[config.mk]
export PLATFORM = sky130hd
export DESIGN_NAME = tcf_timer1
export DESIGN_NICKNAME = d
export VERILOG_FILES = /design/src/common/tcf_pkg.sv /design/src/rtl/tcf_timer1.sv
export VERILOG_INCLUDE_DIRS = /design/src /design/src/common
export SDC_FILE = /design/constraint.sdc
export NUM_CORES = 1
export LEC_CHECK = 0
export ABC_AREA = 1
export BUFFER_PORTS_ARGS = -buffer_cell sky130_fd_sc_hd__buf_2
export CAP_MARGIN = 20
export CELL_PAD_IN_SITES_DETAIL_PLACEMENT = 0
export CELL_PAD_IN_SITES_GLOBAL_PLACEMENT = 1
export CORE_MARGIN = 2
export CORE_UTILIZATION = 44
export DETAILED_ROUTE_END_ITERATION = 8
export GPL_TIMING_DRIVEN = 0
export PLACE_DENSITY = 0.86
export SYNTH_ARGS = -nofsm -noshare
export SYNTH_HDL_FRONTEND = slang
export SYNTH_SLANG_ARGS = --single-unit
[constraint.sdc]
create_clock -name mclk -period 3.1 [get_ports mclk]
set_clock_uncertainty 0.1 [all_clocks]
set_input_delay 0.155 -clock mclk [delete_from_list [all_inputs] [get_ports mclk]]
set_output_delay 0.155 -clock mclk [all_outputs]
set_load 0.02 [all_outputs]
[src/common/tcf_defines.svh]
// constants for the timer 1 block and its control flags register
`ifndef TCF_DEFINES_SVH
`define TCF_DEFINES_SVH
`define TCF_ADDR_W 8
`define TCF_ADDR_CTRL 8'h88
`define TCF_ADDR_MODE 8'h89
`define TCF_ADDR_LOW 8'h8B
`define TCF_ADDR_HIGH 8'h8D
`define TCF_CTRL_RESET 8'h00
`define TCF_MODE_RESET 8'h00
`define TCF_CNT_RESET 8'h00
`define TCF_BIT_T1_OVF 7
`define TCF_BIT_T1_RUN 6
`define TCF_BIT_T0_OVF 5
`define TCF_BIT_T0_RUN 4
`define TCF_BIT_X1_FLAG 3
`define TCF_BIT_X1_TYPE 2
`define TCF_BIT_X0_FLAG 1
`define TCF_BIT_X0_TYPE 0
`define TCF_BIT_GATE 7
`define TCF_BIT_SRC 6
`define TCF_BIT_MODE_HI 5
`define TCF_BIT_MODE_LO 4
`define TCF_OSC_PER_TICK 12
`define TCF_TICK_W 4
`define TCF_PRESCALE_MAX 5'h1F
`define TCF_BYTE_MAX 8'hFF
`endif

[src/common/tcf_pkg.sv]
// types for the timer 1 block
package tcf_pkg;
  typedef enum logic [1:0] {
    TCF_MODE_13BIT,
    TCF_MODE_16BIT,
    TCF_MODE_RELOAD,
    TCF_MODE_HALT
  } tcf_mode_e;
  typedef logic [7:0] tcf_byte_t;
endpackage : tcf_pkg

[src/rtl/tcf_timer1.sv]
// timer 1 with the shared timer control flags register
//
// Operation
// - timer 1 driven by mode bits 7..4 and control bits 7,6.
// - modes 0, 1, 2 behave like timer 0 with own registers.
// - gate select clear: count only while run bit set.
// - rollover from all ones sets timer 1 overflow flag.
// - mode 0 uses low five bits as modulo-32 prescaler into high byte.
// - mode 0 ignores upper three bits of low count.
// - mode 0 prescaler wrap bumps high byte; high wrap sets overflow.
// - mode 1 cascades high and low into one 16-bit counter.
// - mode 2 low byte counts, overflow sets flag and reloads from high.
// - mode 2 reload leaves the high byte untouched.
// - mode 3 halts timer 1 and holds its count.
// - timer 0 in mode 3 borrows timer 1 overflow flag and run bit.
// - overflow flags set on overflow, cleared on interrupt vectoring.
// - run bits turn timers on when written one, off when zero.
// - external flags set on pin event; edge mode clears on service.
// - type bits: zero low level, one falling edge.
// - control register reads zero after reset.
// - timer operation counts once per twelve oscillator periods.
// - counter operation counts on pin sample high then low.
// - mode bits: 00 13-bit, 01 16-bit, 10 reload, 11 halted.
//
// The strobed register port is this design's own decision.
`timescale 1ns/10ps
`default_nettype none
`include "tcf_defines.svh"

module tcf_timer1
  import tcf_pkg::*;
(
  // clock and reset
  input wire logic mclk,
  input wire logic rst_n,
  // register port
  input wire logic [`TCF_ADDR_W-1:0] reg_addr,
  input wire logic [7:0] reg_wdata,
  input wire logic reg_wr,
  input wire logic reg_rd,
  output logic [7:0] reg_rdata,
  // pins
  input wire logic timer1_count_pin,
  input wire logic ext_irq1_pin,
  input wire logic ext_irq0_pin,
  // timer 0 side: its mode 3 upper counter and its own overflow event
  input wire logic timer0_in_mode3,
  input wire logic timer0_high_ovf,
  input wire logic timer0_ovf,
  // interrupt controller acknowledges
  input wire logic ack_timer1,
  input wire logic ack_timer0,
  input wire logic ack_ext1,
  input wire logic ack_ext0,
  // control outputs
  output logic timer1_overflow_flag,
  output logic timer0_overflow_flag,
  output logic timer0_run_bit,
  output logic timer1_run_bit,
  output logic ext_irq1_flag,
  output logic ext_irq0_flag,
  output logic ext_irq1_type,
  output logic ext_irq0_type,
  output logic timer1_ovf_pulse
);

  tcf_byte_t timer_control_flags;
  tcf_byte_t timer_mode_reg;
  tcf_byte_t timer1_low_count;
  tcf_byte_t timer1_high_count;
  logic [`TCF_TICK_W-1:0] tick_cnt;
  logic pin_q;
  logic x1_q;
  logic x0_q;

  // wrap test shared by the low and high byte paths; the mode 0 prescaler compares its own five bits
  function automatic logic is_max(input tcf_byte_t v);
    is_max = (v == `TCF_BYTE_MAX);
  endfunction : is_max

  // register decode
  wire wr_ctrl = reg_wr && (reg_addr == `TCF_ADDR_CTRL);
  wire wr_mode = reg_wr && (reg_addr == `TCF_ADDR_MODE);
  wire wr_low = reg_wr && (reg_addr == `TCF_ADDR_LOW);
  wire wr_high = reg_wr && (reg_addr == `TCF_ADDR_HIGH);

  // mode fields of the upper nibble
  wire timer1_gate_select = timer_mode_reg[`TCF_BIT_GATE];
  wire timer1_source_select = timer_mode_reg[`TCF_BIT_SRC];
  wire timer1_mode_hi = timer_mode_reg[`TCF_BIT_MODE_HI];
  wire timer1_mode_lo = timer_mode_reg[`TCF_BIT_MODE_LO];
  wire [1:0] mode_code = {timer1_mode_hi, timer1_mode_lo};
  wire tcf_mode_e mode = tcf_mode_e'(mode_code);

  // peripheral tick: one mclk pulse per twelve periods
  wire tick = (tick_cnt == `TCF_TICK_W'(`TCF_OSC_PER_TICK - 1));

  // count pin falling detection, sampled once per peripheral cycle
  wire pin_fall = pin_q && !timer1_count_pin;
  wire src_event = timer1_source_select ? (tick && pin_fall) : tick;

  // run gating; with gate set the irq1 pin must be high too
  // timer 0 in mode 3 owns the run bit, so timer 1 then stops only by halt mode or by the gate with the irq1 pin low
  wire run_bit_ok = timer1_run_bit || timer0_in_mode3;
  wire run_ok = run_bit_ok && (!timer1_gate_select || ext_irq1_pin);
  wire inc = src_event && run_ok && (mode != TCF_MODE_HALT);

  // per-mode carry chain
  wire pre_wrap = (timer1_low_count[4:0] == `TCF_PRESCALE_MAX);
  wire low_wrap = is_max(timer1_low_count);
  wire high_wrap = is_max(timer1_high_count);
  wire ovf13 = (mode == TCF_MODE_13BIT) && pre_wrap && high_wrap;
  wire ovf16 = (mode == TCF_MODE_16BIT) && low_wrap && high_wrap;
  wire ovf8 = (mode == TCF_MODE_RELOAD) && low_wrap;
  wire t1_ovf = inc && (ovf13 || ovf16 || ovf8);

  // next low count; upper three bits untouched in mode 0
  logic [7:0] next_low;
  logic [7:0] next_high;
  always_comb begin
    next_low = timer1_low_count;
    next_high = timer1_high_count;
    if (inc) begin
      unique case (mode)
        TCF_MODE_13BIT: begin
          next_low = {timer1_low_count[7:5], 5'(timer1_low_count[4:0] + 5'h1)};
          if (pre_wrap) next_high = 8'(timer1_high_count + 8'h1);
        end
        TCF_MODE_16BIT: begin
          next_low = 8'(timer1_low_count + 8'h1);
          if (low_wrap) next_high = 8'(timer1_high_count + 8'h1);
        end
        TCF_MODE_RELOAD: begin
          next_low = low_wrap ? timer1_high_count : 8'(timer1_low_count + 8'h1);
        end
        TCF_MODE_HALT: begin
          next_low = timer1_low_count;
        end
      endcase
    end
    // software writes take priority over counting
    if (wr_low) next_low = reg_wdata;
    if (wr_high) next_high = reg_wdata;
  end

  // flag sources; timer 0 mode 3 borrows the timer 1 overflow flag
  wire t1_flag_src = timer0_in_mode3 ? timer0_high_ovf : t1_ovf;
  wire x1_fall = x1_q && !ext_irq1_pin;
  wire x0_fall = x0_q && !ext_irq0_pin;
  wire x1_set = ext_irq1_type ? x1_fall : !ext_irq1_pin;
  wire x0_set = ext_irq0_type ? x0_fall : !ext_irq0_pin;

  // next control value: set beats any clear in the same cycle
  tcf_byte_t next_ctrl;
  always_comb begin
    next_ctrl = timer_control_flags;
    if (wr_ctrl) next_ctrl = reg_wdata;
    if (ack_timer1) next_ctrl[`TCF_BIT_T1_OVF] = 1'b0;
    if (ack_timer0) next_ctrl[`TCF_BIT_T0_OVF] = 1'b0;
    if (ack_ext1 && ext_irq1_type) next_ctrl[`TCF_BIT_X1_FLAG] = 1'b0;
    if (ack_ext0 && ext_irq0_type) next_ctrl[`TCF_BIT_X0_FLAG] = 1'b0;
    // level mode flag follows the pin level
    if (!ext_irq1_type && !x1_set) next_ctrl[`TCF_BIT_X1_FLAG] = 1'b0;
    if (!ext_irq0_type && !x0_set) next_ctrl[`TCF_BIT_X0_FLAG] = 1'b0;
    if (t1_flag_src) next_ctrl[`TCF_BIT_T1_OVF] = 1'b1;
    if (timer0_ovf) next_ctrl[`TCF_BIT_T0_OVF] = 1'b1;
    if (x1_set) next_ctrl[`TCF_BIT_X1_FLAG] = 1'b1;
    if (x0_set) next_ctrl[`TCF_BIT_X0_FLAG] = 1'b1;
  end

  // control register fields
  assign timer1_overflow_flag = timer_control_flags[`TCF_BIT_T1_OVF];
  assign timer1_run_bit = timer_control_flags[`TCF_BIT_T1_RUN];
  assign timer0_overflow_flag = timer_control_flags[`TCF_BIT_T0_OVF];
  assign timer0_run_bit = timer_control_flags[`TCF_BIT_T0_RUN];
  assign ext_irq1_flag = timer_control_flags[`TCF_BIT_X1_FLAG];
  assign ext_irq1_type = timer_control_flags[`TCF_BIT_X1_TYPE];
  assign ext_irq0_flag = timer_control_flags[`TCF_BIT_X0_FLAG];
  assign ext_irq0_type = timer_control_flags[`TCF_BIT_X0_TYPE];

  // read mux, unmapped reads give zero
  wire [7:0] rd_mux =
    (reg_addr == `TCF_ADDR_CTRL) ? timer_control_flags :
    (reg_addr == `TCF_ADDR_MODE) ? timer_mode_reg :
    (reg_addr == `TCF_ADDR_LOW) ? timer1_low_count :
    (reg_addr == `TCF_ADDR_HIGH) ? timer1_high_count : 8'h00;

  // prescale divider
  always_ff @(posedge mclk or negedge rst_n) begin
    if (!rst_n) tick_cnt <= '0;
    else if (tick) tick_cnt <= '0;
    else tick_cnt <= `TCF_TICK_W'(tick_cnt + `TCF_TICK_W'(1));
  end

  // pin samplers; the count pin is sampled only on a tick, so a level
  // shorter than a peripheral cycle can be missed
  always_ff @(posedge mclk or negedge rst_n) begin
    if (!rst_n) begin
      pin_q <= 1'b0;
      x1_q <= 1'b1;
      x0_q <= 1'b1;
    end else begin
      if (tick) pin_q <= timer1_count_pin;
      x1_q <= ext_irq1_pin;
      x0_q <= ext_irq0_pin;
    end
  end

  // registers
  always_ff @(posedge mclk or negedge rst_n) begin
    if (!rst_n) begin
      timer_control_flags <= `TCF_CTRL_RESET;
      timer_mode_reg <= `TCF_MODE_RESET;
      timer1_low_count <= `TCF_CNT_RESET;
      timer1_high_count <= `TCF_CNT_RESET;
    end else begin
      timer_control_flags <= next_ctrl;
      if (wr_mode) timer_mode_reg <= reg_wdata;
      timer1_low_count <= next_low;
      timer1_high_count <= next_high;
    end
  end

  // read data and overflow pulse
  always_ff @(posedge mclk or negedge rst_n) begin
    if (!rst_n) begin
      reg_rdata <= 8'h00;
      timer1_ovf_pulse <= 1'b0;
    end else begin
      reg_rdata <= reg_rd ? rd_mux : 8'h00;
      timer1_ovf_pulse <= t1_ovf;
    end
  end

  // assertions
  property p_ovf_sets_flag;
    @(posedge mclk) disable iff (!rst_n) (t1_ovf && !timer0_in_mode3) |=> timer1_overflow_flag;
  endproperty
  a_ovf_sets_flag: assert property (p_ovf_sets_flag) else $error("overflow did not set flag");

  property p_reload;
    @(posedge mclk) disable iff (!rst_n)
      (inc && mode == TCF_MODE_RELOAD && low_wrap && !wr_low && !wr_high)
      |=> (timer1_low_count == $past(timer1_high_count)) && $stable(timer1_high_count);
  endproperty
  a_reload: assert property (p_reload) else $error("reload wrong");

  property p_halt_holds;
    @(posedge mclk) disable iff (!rst_n)
      (mode == TCF_MODE_HALT && !wr_low && !wr_high) |=> $stable(timer1_low_count) && $stable(timer1_high_count);
  endproperty
  a_halt_holds: assert property (p_halt_holds) else $error("halt mode changed count");

  property p_no_run_no_count;
    @(posedge mclk) disable iff (!rst_n)
      (!timer1_run_bit && !timer0_in_mode3 && !wr_low && !wr_high) |=> $stable(timer1_low_count);
  endproperty
  a_no_run_no_count: assert property (p_no_run_no_count) else $error("counted while stopped");

  property p_gate_blocks;
    @(posedge mclk) disable iff (!rst_n)
      (timer1_gate_select && !ext_irq1_pin && !wr_low && !wr_high) |=> $stable(timer1_low_count);
  endproperty
  a_gate_blocks: assert property (p_gate_blocks) else $error("gate did not block");

  property p_tick_spacing;
    @(posedge mclk) disable iff (!rst_n) tick |=> !tick [*8] ##1 !tick [*3] ##1 tick;
  endproperty
  a_tick_spacing: assert property (p_tick_spacing) else $error("tick spacing not twelve");

  property p_mode0_upper;
    @(posedge mclk) disable iff (!rst_n)
      (mode == TCF_MODE_13BIT && !wr_low) |=> timer1_low_count[7:5] == $past(timer1_low_count[7:5]);
  endproperty
  a_mode0_upper: assert property (p_mode0_upper) else $error("mode 0 touched upper bits");

  property p_ack_clears;
    @(posedge mclk) disable iff (!rst_n)
      (ack_timer1 && !t1_flag_src && !wr_ctrl) |=> !timer1_overflow_flag;
  endproperty
  a_ack_clears: assert property (p_ack_clears) else $error("ack did not clear flag");

  property p_edge_flag;
    @(posedge mclk) disable iff (!rst_n) (ext_irq1_type && x1_fall) |=> ext_irq1_flag;
  endproperty
  a_edge_flag: assert property (p_edge_flag) else $error("edge missed");

  property p_ovf_pulse;
    @(posedge mclk) disable iff (!rst_n) t1_ovf |=> timer1_ovf_pulse;
  endproperty
  a_ovf_pulse: assert property (p_ovf_pulse) else $error("overflow pulse missing");

  property p_borrow_flag;
    @(posedge mclk) disable iff (!rst_n) (timer0_in_mode3 && timer0_high_ovf) |=> timer1_overflow_flag;
  endproperty
  a_borrow_flag: assert property (p_borrow_flag) else $error("borrowed overflow did not set flag");

  property p_borrow_no_set;
    @(posedge mclk) disable iff (!rst_n)
      (timer0_in_mode3 && !timer0_high_ovf && !timer1_overflow_flag && !wr_ctrl) |=> !timer1_overflow_flag;
  endproperty
  a_borrow_no_set: assert property (p_borrow_no_set) else $error("timer 1 set a lent flag");

  property p_run_write;
    @(posedge mclk) disable iff (!rst_n) wr_ctrl
      |=> {timer1_run_bit, timer0_run_bit} == {$past(reg_wdata[`TCF_BIT_T1_RUN]), $past(reg_wdata[`TCF_BIT_T0_RUN])};
  endproperty
  a_run_write: assert property (p_run_write) else $error("run bits not written");

  property p_type_write;
    @(posedge mclk) disable iff (!rst_n) wr_ctrl
      |=> {ext_irq1_type, ext_irq0_type} == {$past(reg_wdata[`TCF_BIT_X1_TYPE]), $past(reg_wdata[`TCF_BIT_X0_TYPE])};
  endproperty
  a_type_write: assert property (p_type_write) else $error("type bits not written");

  property p_level_follow;
    @(posedge mclk) disable iff (!rst_n) !ext_irq1_type |=> ext_irq1_flag == !$past(ext_irq1_pin);
  endproperty
  a_level_follow: assert property (p_level_follow) else $error("level flag does not follow pin");

  property p_mode0_carry;
    @(posedge mclk) disable iff (!rst_n)
      (inc && mode == TCF_MODE_13BIT && pre_wrap && !wr_high)
      |=> timer1_high_count == 8'($past(timer1_high_count) + 8'h1);
  endproperty
  a_mode0_carry: assert property (p_mode0_carry) else $error("prescaler wrap did not bump high byte");

  property p_mode1_carry;
    @(posedge mclk) disable iff (!rst_n)
      (inc && mode == TCF_MODE_16BIT && low_wrap && !wr_high)
      |=> timer1_high_count == 8'($past(timer1_high_count) + 8'h1);
  endproperty
  a_mode1_carry: assert property (p_mode1_carry) else $error("low wrap did not carry");

  c_reload: cover property (@(posedge mclk) disable iff (!rst_n) t1_ovf && mode == TCF_MODE_RELOAD);
  c_mode0: cover property (@(posedge mclk) disable iff (!rst_n) t1_ovf && mode == TCF_MODE_13BIT);
  c_mode1: cover property (@(posedge mclk) disable iff (!rst_n) t1_ovf && mode == TCF_MODE_16BIT);
  c_borrow: cover property (@(posedge mclk) disable iff (!rst_n) timer0_in_mode3 && timer0_high_ovf);
  c_counter: cover property (@(posedge mclk) disable iff (!rst_n) inc && timer1_source_select);

endmodule : tcf_timer1
`default_nettype wire

# Word level (Yosys, flattened, before mapping)
# Cells that the tools add are included.
classes:
  add_sub_neg: 4
  n_eq_ne: 16
  muxes: 30
  reduce_logical: 44
op_table:
  columns: ["op", "count"]
  rows:
  - ["$mux 8", 13]
  - ["$eq 8x8->1 const B", 6]
  - ["$pmux 8 s3", 1]
  - ["$logic_and 1x1->1", 21]
  - ["$add 8x1->8 const B", 2]
  - ["$pmux 8 s2", 1]
  - ["$mux 1", 14]
  - ["$reduce_bool 3->1", 3]
  - ["$logic_not 1->1", 8]
  - ["$reduce_bool 4->1", 2]
  - ["$ne 2x2->1 const B", 3]
  - ["$ne 3x3->1 const B", 2]
  - ["$add 5x1->5 const B", 1]
  - ["$eq 5x5->1 const B", 1]
  - ["$add 4x1->4 const B", 1]
  - ["$eq 2x2->1 const B", 2]
  - ["$eq 4x4->1 const B", 1]
  - ["$logic_or 1x1->1", 4]
  - ["$mux 4", 1]
  - ["$reduce_and 4->1", 1]
  - ["$reduce_bool 2->1", 2]
  - ["$reduce_and 3->1", 1]
  - ["$eq 2x1->1 const B", 1]
  - ["$logic_not 2->1", 1]
  - ["$reduce_and 2->1", 1]
word_totals:
  reg_bits: 48
  in_bits: 30
  word_cells: 109

# Depth between registers and ports, before layout
depth:
  word_depth: 9
  mapped_depth: 10
  ltp_nobuf: 10

# Worst setup path before layout
# Ideal clock, no wire load.
synth_path:
  path_type: "reg2reg"
  start: "register timer1_low_count[0]"
  end: "register timer1_high_count[5]"
  t_arrival_ps: 1443
  t_required_ps: 2934
  setup_slack_ps: 1491
  path_stages_with_launch: 11
  period_less_slack_ps: 1609
  cell_sequence: "dfrtp_1 -> ha_1 -> nand2_2 -> nor2_4 -> ha_1 -> inv_1 -> nand2_1 -> nand3_4 -> nand2_4 -> nand2_1 -> nand2_1"
synth_via:
  elab_chain_len: 3
synth_lines:
  columns: ["element", "line", "rtl"]
  rows:
  - ["start: declaration", "tcf_timer1.sv:69", "tcf_byte_t timer1_low_count;"]
  - ["start signal: assignment", "tcf_timer1.sv:214", "timer1_low_count <= `TCF_CNT_RESET;"]
  - ["start signal: assignment", "tcf_timer1.sv:219", "timer1_low_count <= next_low;"]
  - ["$eq 8x8->1 (no source line) / $eq 5x5->1 (equally long branches)", null, null]
  - ["$ne 3x3->1 (no source line)", null, null]
  - ["$reduce_and 4->1 (no source line) *", null, null]
  - ["end signal: assignment", "tcf_timer1.sv:215", "timer1_high_count <= `TCF_CNT_RESET;"]
  - ["end signal: assignment", "tcf_timer1.sv:220", "timer1_high_count <= next_high;"]
  - ["end: declaration", "tcf_timer1.sv:70", "tcf_byte_t timer1_high_count;"]
# Every way passes the cells marked *; elsewhere a longest branch is shown, timed or not.
# A chain may end at the register's enable or synchronous reset.

# Worst setup path in the final report
layout_path:
  start: "register timer1_low_count[0]"
  end: "register timer1_high_count[7]"
# The elaborated chain is that of the path after synthesis.

==> qor.yml <==
sta:
  finalSetupViolCount: 0
  relSlewSlack: 0.7191
  fin_tns_setup_ns: 0
  rsz0062_at_grt: "no"
  fmax_mhz: 530.7
  drv_slew: 0
  fin_crit_ns: 1.884
  tightest_slew_ns: 0.4214
  min_period_over_period: 0.6079
  finalHoldViolCount: 0
worst_hold_path:
  hold_path.class: "primary input to flip-flop"
  hold_end: "timer_control_flags[7]"
  hold_depth: 5
  min_from: "timer0_high_ovf"
yosys:
  synthCells: 426
  async_flop_share: 1.000
  synthMostInstantiatedCell: "nand2_1"
  synthTopCellsByCount: "nand2_1, inv_1, dfrtp_1, o21ai_0, nand3_1"
  synth_edf_count: 0
  synth_seq_cells: 48
  ys_top_cells_by_area: "dfrtp_1, nand2_1, inv_1"
  synth.largest_area_cell: "dfrtp_1"
  yosysSeqAreaShare: 0.4020
  yosysTopAreaCellShare: 0.3845
  netlist-cell-type-count: 28
  netlist_area_um2: 2994
  ys.flop_type: "dfrtp_1"
  postSynthAreaPerCell_um2: 7.028
  synth_nets: 464
  yosys_warnings: 0
clocking:
  cts_made_buffers: 5
  cts_tree: "yes"
  cts-root-buf: "clkbuf_8"
  clockBufferDepth: 2
  ctsHoldBuffers: 5
  clk_latency_ns: 0.31
  post_cts_resized: 0
  cts_sinks: 48
  clkTransAtPathRegs_ns: 0.09
  post_cts_buffers: 0
  htree_num_levels: 2
global_routing:
  grtUsageMet2: 0.3769
  grt_use_met3: 0.04476
  globalRouteOverflowTotal: 0
  grt_use_total: 0.2261
  grtUsageMet1: 0.3085
  grt_pass1_vias: 2670
  grt_antenna_before_repair: 0
  grt_max_degree: 49
  grt.busiest_layer: "met2"
  grt_pass1_wl_um: 13040
setup_path:
  critPathKind: "flip-flop to flip-flop"
  reg2reg_depth: 10
  rr_endpoint: "timer1_high_count[7]"
  r2r_start: "timer1_low_count[0]"
  cp_slowest_cell: "dfrtp_1"
  crit_family: "simple AND/OR/NAND/NOR gates"
  crit_path_max_incr_delay_ns: 0.45
  rrSetupSlack_ns: 1.22
  path_buf_inv: 1
  crit_path_cell_trace: "ha_1, nand2_2, nor2_4, ha_1, inv_1, nand2_1, nand3_4, nand2_4, nand2_1, nand2_1"
  path_common_cell: "nand2_1"
  required_ns: 3.25
  worst-endpoint-arrival_ns: 2.04
  cp_max_fo: 9
  endpoint_kind: "flip-flop"
  start_kind: "flip-flop"
cells_and_area:
  layout.nets: 523
  final_area_um2: 3490
  areaGrowthSynthToFinish_pct: 16.55
  diodes: 0
  fillers: 701
  final_layout_size_suffix_gt1_frac: 0.1543
drt:
  route.detailed.wl_per_inst_um: 14.13
  drt_wl_total_um: 7996
  routed_via_density: 5.055
  ant_nets: 0
  drt_first_iter_violations: 174
  drtPass1Iterations: 5
  vias: 2861
  drc: 0
die:
  start_util: 0.4481
  rows: 30
  die_w_um: 86.49
  die_height_um: 86.49
  core_area_um2: 6681
  io_pins: 47
  die-area_um2: 7481
pwr:
  cellLeakagePower_nw: 1.888
  ir_worst_vdd_mv: 0.2032
  p_clk_frac: 0.315
  switching_share: 0.2921
  power_switching_w: 0.0003776
  internal_power_w: 0.0009151
  p_seq_frac: 0.532
  pwr_density_cell_nw_per_um2: 370.4
  combPwrFrac: 0.153
job:
  cap_violations: 0
run_status:
  status: "finished, final reports clean"
placed_design:
  dp_hpwl_um: 6212
  place_congestion: 0.9161
  io_buffers: 46
  dpl-instance-area_um2: 3324
==> stage by stage <==
step           total power (W)  std cells  utilization  worst slack, ns  hold WS (ns)
3_3_place_gp         0.0008847        552       0.4976            1.257        0.1731
4_1_cts               0.001297        565       0.5193            1.200       0.01265
5_1_grt               0.001358        566       0.5223            1.048       0.02437
2_1_floorplan        0.0008091        426            -            1.491       -0.2406
6_report              0.001293        566       0.5223            1.216       0.01692
3_5_place_dp         0.0008890        552       0.4976            1.221        0.1803
==> worst max-delay path by stage <==
stage	start	end	slack (ns)	depth (start not counted)
floorplan	timer1_low_count[0]	timer1_high_count[5]	1.49	10
global placement	timer1_low_count[0]	timer1_high_count[5]	1.26	10
detailed placement	timer1_low_count[0]	timer1_high_count[5]	1.22	10
CTS	timer1_low_count[0]	timer1_high_count[7]	1.20	10
global route	timer1_low_count[0]	timer1_high_count[7]	1.05	10
finish	timer1_low_count[0]	timer1_high_count[7]	1.22	10
==> layout by cell type (no fill, tap or decap) <==
| cell | n |
|---|---|
| o21bai_1 | 1 |
| xor2_1 | 4 |
| clkinv_4 | 1 |
| nand2_2 | 3 |
| dfstp_2 | 2 |
| nor3_1 | 1 |
| nor3_2 | 1 |
| clkbuf_8 | 6 |
| nand3_1 | 37 |
| nand3_2 | 1 |
| nor2_4 | 4 |
| dlygate4sd3_1 | 5 |
| buf_2 | 47 |
| ha_1 | 8 |
| clkbuf_1 | 5 |
| o21ai_0 | 43 |
| dfrtp_1 | 46 |
| nand4_1 | 1 |
| buf_6 | 1 |
| inv_1 | 67 |
| or2_2 | 1 |
| xnor2_1 | 1 |
| nand2_1 | 126 |
| a21oi_1 | 20 |
| nand2_4 | 3 |
| nor2_1 | 34 |
| o21ai_1 | 8 |
| o22ai_1 | 4 |
| inv_2 | 1 |
| nand3_4 | 2 |
| buf_12 | 1 |
| o21ai_4 | 1 |
==> tightest hold or removal path: stages <==
cell,delay (ns)
buf_2,0.07
nand2_1,0.04
nand2_1,0.05
inv_1,0.03
nand2_1,0.04
==> power groups by stage <==
stage / Combinational (W) / Sequential [W] / Clock (W)
after floorplan: 0.000111 / 0.000699 / 0
after global placement: 0.000185 / 0.000699 / 0
after detailed placement: 0.000189 / 0.000700 / 0
after CTS: 0.000195 / 0.000688 / 0.000414
after global routing: 0.000225 / 0.000693 / 0.000440
final: 0.000197 / 0.000688 / 0.000407
==> final cells by class <==
class / count / area, µm² / area share
Multi-Input combinational cell: 304 / 1504 / 0.4310
Sequential cell: 48 / 1204 / 0.3449
Timing Repair Buffer: 52 / 300.3 / 0.08605
Inverter: 68 / 255.2 / 0.07314
Tap cell: 80 / 100.1 / 0.02868
Clock buffer: 7 / 86.33 / 0.02474
Buffer: 6 / 31.28 / 0.008964
Clock inverter: 1 / 8.758 / 0.002510
==> per-layer routing <==
layer | vias to the layer above | routed length (µm) | share of wire
li1 | 1460 | - | -
met1 | 1312 | 3695 | 0.46
met2 | 81 | 3801 | 0.48
met3 | 8 | 424 | 0.053
met4 | 0 | 74 | 0.0093
met5 | - | 0 | 0
==> cells by family (layout without fill, tap and decap cells) <==
group                    count (synthesis)  count (layout)  share of synthesized area
adder cells (fa/ha/maj)                  8               8                    0.03343
flip-flops                              48              48                     0.4020
XOR/XNOR                                 5               5                    0.01463
AND/OR/NAND/NOR                        214             214                     0.3193
buffers and inverters                   74             134                    0.09569
AO/OA/AOI/OAI                           77              77                     0.1350
No activity file was read; power rests on OpenSTA's default activity.
